==> src/sbcpl_pkg.sv <==
package sbcpl_pkg;

	// ************************************************************
	// register map
	// ************************************************************
	localparam logic [6:0] ADDR_DUTY = 7'h18;
	localparam logic [6:0] ADDR_RATE = 7'h1c;
	localparam logic [6:0] ADDR_HWCFG = 7'h1d;
	localparam logic [6:0] ADDR_SCR_LO = 7'h1e;
	localparam logic [6:0] ADDR_SCR_HI = 7'h1f;

	localparam logic [7:0] RST_DUTY = 8'h00;
	localparam logic [1:0] RST_RATE = 2'h0;
	localparam logic RST_TRIP = 1'b0;
	localparam logic [1:0] RST_TRIM = 2'h1;
	localparam logic [7:0] RST_SCR = 8'h00;
	localparam logic [7:0] READ_NONE = 8'h00;

	localparam int RATE_LSB = 0;
	localparam int TRIP_BIT = 2;
	localparam int TRIM_LSB = 0;

	// gpio configuration codes that hand the pin to the pwm
	localparam logic [2:0] GPIO_PWM_LS = 3'h6;
	localparam logic [2:0] GPIO_PWM_HS = 3'h7;

	// ************************************************************
	// timing
	// ************************************************************
	localparam int CLK_HZ = 40_000_000;
	localparam int FREQ_HZ_0 = 100;
	localparam int FREQ_HZ_1 = 200;
	localparam int FREQ_HZ_2 = 325;
	localparam int FREQ_HZ_3 = 400;
	localparam int DUTY_STEPS = 255;
	localparam logic [7:0] STEP_LAST = 8'hfe;

	// one duty step, in clock cycles, rounded down
	localparam int STEP_CYC_0 = CLK_HZ / (FREQ_HZ_0 * DUTY_STEPS);
	localparam int STEP_CYC_1 = CLK_HZ / (FREQ_HZ_1 * DUTY_STEPS);
	localparam int STEP_CYC_2 = CLK_HZ / (FREQ_HZ_2 * DUTY_STEPS);
	localparam int STEP_CYC_3 = CLK_HZ / (FREQ_HZ_3 * DUTY_STEPS);

	typedef logic [11:0] sbcpl_sub_t;

endpackage

==> src/sbcpl_pwm_if.sv <==
interface sbcpl_pwm_if;
	logic [7:0] duty;
	logic [1:0] rate;
	logic level;

	modport regs (output duty, output rate, input level);
	modport gen (input duty, input rate, output level);
endinterface

==> src/sbcpl_pwm_gen.sv <==
module sbcpl_pwm_gen (
	input wire logic clock,
	input wire logic rst_n,
	sbcpl_pwm_if.gen pwm
);

	typedef struct packed {
		logic [1:0] rate;
		logic [7:0] duty;
		sbcpl_pkg::sbcpl_sub_t sub;
		logic [7:0] step;
		logic level;
	} sbcpl_gen_s;

	sbcpl_gen_s st_r;
	sbcpl_gen_s st_nxt;

	function automatic sbcpl_pkg::sbcpl_sub_t step_last(input logic [1:0] rate);
		case (rate)
			2'h0: step_last = sbcpl_pkg::sbcpl_sub_t'(sbcpl_pkg::STEP_CYC_0 - 1);
			2'h1: step_last = sbcpl_pkg::sbcpl_sub_t'(sbcpl_pkg::STEP_CYC_1 - 1);
			2'h2: step_last = sbcpl_pkg::sbcpl_sub_t'(sbcpl_pkg::STEP_CYC_2 - 1);
			default: step_last = sbcpl_pkg::sbcpl_sub_t'(sbcpl_pkg::STEP_CYC_3 - 1);
		endcase
	endfunction

	// ************************************************************
	// period counter
	// ************************************************************
	always_comb begin
		st_nxt = st_r;
		if (st_r.sub == step_last(st_r.rate)) begin
			st_nxt.sub = '0;
			if (st_r.step == sbcpl_pkg::STEP_LAST) begin
				// new settings only at the boundary, no runt periods
				st_nxt.step = 8'h00;
				st_nxt.rate = pwm.rate;
				st_nxt.duty = pwm.duty;
			end else begin
				st_nxt.step = st_r.step + 8'h01;
			end
		end else begin
			st_nxt.sub = st_r.sub + 12'h001;
		end
		// 255 steps per period: 0 never on, ff always on
		st_nxt.level = (st_nxt.step < st_nxt.duty);
	end

	always_ff @(posedge clock) begin
		if (!rst_n) begin
			st_r <= '{rate: sbcpl_pkg::RST_RATE, duty: sbcpl_pkg::RST_DUTY,
				sub: '0, step: 8'h00, level: 1'b0};
		end else begin
			st_r <= st_nxt;
		end
	end

	assign pwm.level = st_r.level;

endmodule // sbcpl_pwm_gen

==> src/sbcpl_regs.sv <==
// Strobed register access was chosen for this implementation.
module sbcpl_regs (
	input wire logic clock,
	input wire logic rst_n,
	input wire logic [6:0] reg_addr,
	input wire logic [7:0] reg_wdata,
	input wire logic reg_wr,
	input wire logic reg_rd,
	output logic [7:0] reg_rdata,
	input wire logic soft_rst,
	input wire logic normal_mode,
	input wire logic freeze_bit,
	input wire logic chip_sel_n,
	input wire logic [2:0] gpio_cfg,
	output logic gpio_hs_on,
	output logic gpio_ls_on,
	output logic thermal_trip_sel,
	output logic [1:0] supply_current_limit_trim,
	output logic cfg_locked
);

	typedef struct packed {
		logic [7:0] pulse_duty_setting;
		logic [1:0] pulse_rate_sel;
		logic thermal_trip_sel;
		logic [1:0] supply_current_limit_trim;
		logic [7:0] scratch_low_byte;
		logic [7:0] scratch_high_byte;
		logic locked;
		logic csn_q;
		logic [7:0] rdata;
		logic hs_on;
		logic ls_on;
	} sbcpl_regs_s;

	sbcpl_regs_s st_r;
	sbcpl_regs_s st_nxt;

	sbcpl_pwm_if pwm ();

	sbcpl_pwm_gen u_gen (
		.clock(clock),
		.rst_n(rst_n),
		.pwm(pwm)
	);

	assign pwm.duty = st_r.pulse_duty_setting;
	assign pwm.rate = st_r.pulse_rate_sel;

	// ************************************************************
	// register logic
	// ************************************************************
	always_comb begin
		st_nxt = st_r;
		st_nxt.csn_q = chip_sel_n;
		// lock arms on the rising edge of chip select only
		if (freeze_bit && !st_r.csn_q && chip_sel_n) begin
			st_nxt.locked = 1'b1;
		end

		if (reg_wr) begin
			case (reg_addr)
				sbcpl_pkg::ADDR_DUTY: st_nxt.pulse_duty_setting = reg_wdata;
				sbcpl_pkg::ADDR_RATE: begin
					st_nxt.pulse_rate_sel = reg_wdata[sbcpl_pkg::RATE_LSB +: 2];
				end
				sbcpl_pkg::ADDR_HWCFG: begin
					if (!st_r.locked) begin
						st_nxt.thermal_trip_sel = reg_wdata[sbcpl_pkg::TRIP_BIT];
						st_nxt.supply_current_limit_trim =
							reg_wdata[sbcpl_pkg::TRIM_LSB +: 2];
					end
				end
				sbcpl_pkg::ADDR_SCR_LO: begin
					if (normal_mode) begin
						st_nxt.scratch_low_byte = reg_wdata;
					end
				end
				sbcpl_pkg::ADDR_SCR_HI: begin
					if (normal_mode) begin
						st_nxt.scratch_high_byte = reg_wdata;
					end
				end
				default: begin
				end
			endcase
		end

		// soft reset beats a write in the same cycle; scratch untouched
		if (soft_rst) begin
			st_nxt.pulse_duty_setting = sbcpl_pkg::RST_DUTY;
			st_nxt.pulse_rate_sel = sbcpl_pkg::RST_RATE;
			if (!st_r.locked) begin
				st_nxt.thermal_trip_sel = sbcpl_pkg::RST_TRIP;
				st_nxt.supply_current_limit_trim = sbcpl_pkg::RST_TRIM;
			end
		end

		st_nxt.rdata = sbcpl_pkg::READ_NONE;
		if (reg_rd) begin
			case (reg_addr)
				sbcpl_pkg::ADDR_DUTY: st_nxt.rdata = st_r.pulse_duty_setting;
				sbcpl_pkg::ADDR_RATE: st_nxt.rdata = {6'h00, st_r.pulse_rate_sel};
				sbcpl_pkg::ADDR_HWCFG: begin
					st_nxt.rdata = {5'h00, st_r.thermal_trip_sel,
						st_r.supply_current_limit_trim};
				end
				sbcpl_pkg::ADDR_SCR_LO: st_nxt.rdata = st_r.scratch_low_byte;
				sbcpl_pkg::ADDR_SCR_HI: st_nxt.rdata = st_r.scratch_high_byte;
				default: st_nxt.rdata = sbcpl_pkg::READ_NONE;
			endcase
		end

		// pin follows the pwm only in the two pwm modes
		st_nxt.hs_on = (gpio_cfg == sbcpl_pkg::GPIO_PWM_HS) && pwm.level;
		st_nxt.ls_on = (gpio_cfg == sbcpl_pkg::GPIO_PWM_LS) && pwm.level;
	end

	// rst_n is the power-on reset: the only thing that clears scratch and lock
	always_ff @(posedge clock) begin
		if (!rst_n) begin
			st_r <= '{pulse_duty_setting: sbcpl_pkg::RST_DUTY,
				pulse_rate_sel: sbcpl_pkg::RST_RATE,
				thermal_trip_sel: sbcpl_pkg::RST_TRIP,
				supply_current_limit_trim: sbcpl_pkg::RST_TRIM,
				scratch_low_byte: sbcpl_pkg::RST_SCR,
				scratch_high_byte: sbcpl_pkg::RST_SCR,
				locked: 1'b0, csn_q: 1'b1, rdata: sbcpl_pkg::READ_NONE,
				hs_on: 1'b0, ls_on: 1'b0};
		end else begin
			st_r <= st_nxt;
		end
	end

	assign reg_rdata = st_r.rdata;
	assign gpio_hs_on = st_r.hs_on;
	assign gpio_ls_on = st_r.ls_on;
	assign thermal_trip_sel = st_r.thermal_trip_sel;
	assign supply_current_limit_trim = st_r.supply_current_limit_trim;
	assign cfg_locked = st_r.locked;

endmodule // sbcpl_regs

==> config.mk <==
export PLATFORM = sky130hd
export DESIGN_NAME = sbcpl_regs
export DESIGN_NICKNAME = d
export VERILOG_FILES = /design/src/sbcpl_pkg.sv /design/src/sbcpl_pwm_if.sv /design/src/sbcpl_pwm_gen.sv /design/src/sbcpl_regs.sv
export SDC_FILE = /design/constraint.sdc
export NUM_CORES = 1
export LEC_CHECK = 0
export BUFFER_PORTS_ARGS = -buffer_cell sky130_fd_sc_hd__buf_4
export CORE_MARGIN = 8
export CORE_UTILIZATION = 58
export CTS_CLUSTER_DIAMETER = 40
export DETAILED_ROUTE_END_ITERATION = 8
export PLACE_DENSITY = 0.8
export SETUP_SLACK_MARGIN = 0.05
export SLEW_MARGIN = 20
export SYNTH_ARGS = -nofsm -noshare
export SYNTH_HDL_FRONTEND = slang
export SYNTH_SLANG_ARGS = --single-unit
==> constraint.sdc <==
create_clock -name clock -period 4.7 [get_ports clock]
set_clock_uncertainty 0.05 [all_clocks]
set_input_delay 0 -clock clock [delete_from_list [all_inputs] [get_ports clock]]
set_output_delay 0 -clock clock [all_outputs]
set_load 0.02 [all_outputs]
==> impl_metrics.ini, run 1 <==
[placed_design]
gp_congestion = 0.835
numPortBuffers = 39
hpwlAfterDp_um = 5030
dpl_cell_area_mm2 = 0.00350

[finish]
fin_area_mm2 = 0.00390
antenna_cells = 0
syn_to_final_growth_pct = 19.9
drive_above_1_share = 0.152
fill_cells = 415
layout.nets = 440

[floorplanning]
dieArea_mm2 = 0.00827
die_x_um = 90.9
die_y_um = 90.9
initial_core_util = 0.595
coreArea_mm2 = 0.00547
num_rows = 27
io_pins = 40

[logic_synthesis]
synth_seq_cells = 72
yosysSeqAreaShare = 0.443
avgSynthCellArea_um2 = 9.07
synthCells = 359
synth_top_area_share = 0.443
synth_cell_types = 47
syn_nets = 395
synthTopCellsByArea = dfxtp_1 44%, mux2i_1 8.0%, nor2_1 6.1%, nand3_1 4.3%, ha_1 3.8%
ys_async_sr_fraction = 0
synth_edf_count = 0
synth_common_cells = 72 x dfxtp_1, 53 x nor2_1, 30 x nand2_1, 28 x nand3_1, 26 x mux2i_1
yosys_warnings = 0
yosys.area.top_type = dfxtp_1
yosys_most_used_dff = dfxtp_1
yosysMostFrequentCell = dfxtp_1
synth_area_mm2 = 0.00326

[sta]
timing.fmax_mhz = 278
period_minus_slack_ns = 3.60
rsz0062_at_grt = no
finalSetupViolations = 0
whs_ns = 0.0304
final.setup.tns_ns = 0
slew_violations = 0
worstMarginPinSlew_ns = 1.10
final.period_utilization = 0.766
relSlewSlack = 0.267
hold_viol = 0

[grt]
grt.overflow.total = 0
grt_pass1_vias = 2691
grt_max_degree = 34
track_usage = 0.182
antenna_found_initial = 0
grt_pass1_wl_um = 12500

[critical_path]
crit_chain = nand3_2, or4_4, a2111oi_4, mux2i_1, ha_1, a21oi_1, a21oi_1, nor4_1, nand3_1, nand3_1
crit_path_start_kind = flip-flop
crit_slowest_cell = a2111oi_4
end_kind = flip-flop
path_class = flip-flop to flip-flop
max_stage_delay_ns = 0.84
worstPathMaxFanout = 12
cp.required_ns = 4.93
crit_family = simple AND/OR/NAND/NOR gates
critical_path_arrival_ns = 3.83
cp_num_buf_inv = 0

[drt]
wl_per_cell_um = 16.0
drt_iter0_markers = 231
via_count = 2850
viasPerCell = 5.93
drc = 0
wirelength_um = 7690
ant_nets = 0
firstDrtPassIters = 7

[power_and_ir_drop]
power_density_mw_per_mm2 = 313
vdd_ir_drop_max_mv = 0.173
power_mw = 1.22
power.leakage_nw = 1.50

[clock_tree]
clockBufferDepth = 2
cts.sinks = 72
clock_latency_ns = 0.35
cts_buffers = 9
cts_tree = built
root_buffer = clkbuf_8
cts_setup_buffers = 0
htree_levels = 3
clk_pin_slew_ns = 0.08

[run]
maxCapViolCount = 0

[hold_path]
hp-class = input pin to flip-flop

[run_status]
status = completed
## state kept, by name, indices dropped and copies added, names as in the netlist, 2 cells and up
register	flops
supply_current_limit_trim	2
reg_rdata	8
pwm.duty	8
pwm.rate	2
st_r	17
u_gen.st_r	30
## kinds of logic (layout without fill, tap and decap cells)
family / after synthesis / count (layout) / synth area share
AOI/OAI and AO/OA: 54 / 54 / 0.115
buffers and inverters: 31 / 81 / 0.0526
and+or+nand+nor: 154 / 154 / 0.238
DFF: 72 / 72 / 0.443
muxes: 27 / 27 / 0.0834
xor gates and xnor gates: 11 / 11 / 0.0296
adders and majority gates: 10 / 10 / 0.0384
## worst min-delay path, delay by kind of cell
kind | cells | cell delay [ns]
simple gates | 1 | 0.11
buf+inv | 2 | 0.16
compound gates | 1 | 0.12
## power breakdown
part / internal [mW] / switching (mW) / total [mW]
clock: 0.303 / 0.247 / 0.550
sequential: 0.613 / 0.00454 / 0.617
combinational: 0.0285 / 0.0276 / 0.0561
## metrics by stage
step	utilization	cells	setup WS (ns)
6_report	0.713	481	1.10
5_1_grt	0.713	481	0.834
4_1_cts	0.713	481	1.12
3_5_place_dp	0.639	447	1.19
3_3_place_gp	0.639	447	1.32
2_1_floorplan	-	359	1.70
## cells in the final DEF, fill, tap and decap left out, types with 10 or more instances in the layout
cell type       n
a21oi_1        19
ha_1           10
dlygate4sd3_1  18
nand2_1        30
nor2_1         53
dfxtp_1        72
nand3_1        28
xor2_1         10
and3_1         10
mux2i_1        26
buf_4          39
## final timing paths
check	from	endpoint	slack [ns]	cells after the start
setup / recovery	u_gen.st_r[9]	u_gen.pwm.level	1.10	10
hold / removal	soft_rst	supply_current_limit_trim[1]	0.03	4
setup reg to reg	u_gen.st_r[9]	u_gen.pwm.level	1.10	10
hold reg to reg	pwm.duty[6]	pwm.duty[6]	0.44	2
## metal layers
metal,global-route usage,vias to the layer above,share of wire
met5,0,-,0
li1,-,1372,-
met4,0.0887,0,0.022
met1,0.217,1344,0.43
met3,0.0387,20,0.059
met2,0.305,114,0.49
## layout make-up
class,count,area (µm²),area share
clock buffers,9,124,0.0317
multi-input cells,256,1640,0.421
inverters,8,30.0,0.00769
flip-flops and latches,72,1440,0.369
well taps,72,90.1,0.0231
repair buffers,57,473,0.121
clock inverters,7,101,0.0260
## what timing repair did
action	in CTS	in global routing
resized for setup	0	0
endpoints found under the hold margin	39	0
hold buffers	18	0
setup endpoints to repair	0	0
No activity file was read; power rests on OpenSTA's default activity.
==> run 2, diff against run 1 <==
- CORE_UTILIZATION: 58 -> 52
- PLACE_DENSITY: 0.8 -> 0.75
- clock period: 4.7 -> 3 ns (I/O delays scaled with it)
==> impl_metrics.ini, run 2 (synthesized netlist as in run 1, its figures left out) <==
[placed_design]
hpwlAfterDp_um = 5350
dpl_cell_area_mm2 = 0.00362
numPortBuffers = 39
gp_congestion = 0.851

[sta]
period_minus_slack_ns = 2.97
hold_viol = 0
rsz0062_at_grt = yes
slew_violations = 0
relSlewSlack = 0.427
finalSetupViolations = 0
whs_ns = 0.0571
timing.fmax_mhz = 337
final.period_utilization = 0.990
worstMarginPinSlew_ns = 0.858

[drt]
ant_nets = 0
wirelength_um = 7720
via_count = 2887
drt_iter0_markers = 170
drc = 0
firstDrtPassIters = 5
wl_per_cell_um = 15.2
viasPerCell = 5.67

[floorplanning]
num_rows = 29
io_pins = 40
coreArea_mm2 = 0.00620
initial_core_util = 0.525
die_y_um = 95.1
die_x_um = 95.1
dieArea_mm2 = 0.00905

[clock_tree]
cts_buffers = 9
clockBufferDepth = 2
root_buffer = clkbuf_8
clk_pin_slew_ns = 0.08
htree_levels = 3
cts.sinks = 72
cts_tree = built
clock_latency_ns = 0.35

[grt]
grt_pass1_wl_um = 13000
grt_max_degree = 21
grt.overflow.total = 0
grt_pass1_vias = 2868
antenna_found_initial = 0
track_usage = 0.178

[critical_path]
cp.required_ns = 3.23
cpMostUsedCell = nand4_1
crit_family = simple AND/OR/NAND/NOR gates
path_class = flip-flop to flip-flop
cp_num_buf_inv = 2
end_kind = flip-flop
path_depth = 12
crit_slowest_cell = or4_4
critical_path_arrival_ns = 3.20
crit_chain = nand3_4, or4_4, a2111oi_4, buf_6, buf_4, mux2i_2, ha_1, nand4_1, a21oi_2, nor4_4, nand4_1, nand3_1
reg2regPathDepth = 12
crit_path_start_kind = flip-flop
worstPathMaxFanout = 5
max_stage_delay_ns = 0.53

[hold_path]
hp-class = input pin to flip-flop
holdPathStages = 4

[power_and_ir_drop]
power_mw = 1.83
power_density_mw_per_mm2 = 437
vdd_ir_drop_max_mv = 0.294
power.leakage_nw = 1.64

[finish]
layout.nets = 463
drive_above_1_share = 0.243
reg_top3 = u_gen.st_r: 30 flops, st_r: 17 flops
fin_area_mm2 = 0.00418
final_common_cell = dfxtp_1
final_util = 0.674
most-common-layout-cells = 69 x dfxtp_1, 61 x buf_4, 53 x nor2_1
syn_to_final_growth_pct = 28.4
largest_reg_flops = 30
largest-register = u_gen.st_r
antenna_cells = 0

[run_status]
status = completed

[run]
maxCapViolCount = 0
[run 2: changes by cell type in the layout (fill, tap and decap cells not counted), moves of 3 or more]
cell | previous run | this run
buf_4 | 39 | 61
dfxtp_1 | 72 | 69
mux2i_1 | 26 | 20
mux2i_2 | 0 | 4
[run 2: worst paths after layout]
check / startpoint / end / slack [ns]
max: u_gen.st_r[10] / u_gen.pwm.level / 0.03
min: soft_rst / thermal_trip_sel / 0.06
max reg2reg: u_gen.st_r[10] / u_gen.pwm.level / 0.03
min reg2reg: st_r[22] / reg_rdata[2] / 0.41
[run 2: power breakdown]
group	switching [mW]	total (mW)	internal, mW
logic	0.0470	0.0981	0.0511
registers	0.00557	0.966	0.960
clock network	0.358	0.763	0.405
total	0.410	1.83	1.42
[run 2: cell type report]
class | count | area (µm²)
clock inverter | 5 | 56.3
fill | 455 | 2020
sequential | 72 | 1450
timing repair buffer | 80 | 651
tap | 77 | 96.3
multi-input combinational | 256 | 1760
clock buffer | 11 | 141
inverter | 8 | 30.0
[run 2: layer usage]
metal / GRT usage / vias to the layer above / share of wire
li1: - / 1422 / -
met1: 0.217 / 1377 / 0.44
met2: 0.299 / 77 / 0.49
met3: 0.0496 / 11 / 0.051
met4: 0.0533 / 0 / 0.013
met5: 0 / - / 0
[run 2: per-stage QoR]
| stage | setup slack (ns) | setup TNS (ns) | std cells |
|---|---|---|---|
| after floorplan | 0.0730 | 0 | 359 |
| after global placement | 0.107 | 0 | 466 |
| after detailed placement | 0.0176 | 0 | 466 |
| after CTS | 0.0159 | 0 | 503 |
| after global routing | -0.128 | -0.128 | 509 |
| final | 0.0298 | 0 | 509 |
[run 2: worst min-delay path, delay by kind of cell]
kind,cells,cell delay (ns)
buf+inv,2,0.17
compound gates,1,0.13
simple gates,1,0.12
[run 2: timing repair]
item	4_1_cts	5_1_grt
pin swaps	5	12
gates resized for setup	7	20
hold buffers	17	0
endpoints found under the hold margin	38	0
endpoints found under the setup margin	1	1
setup buffers	4	6
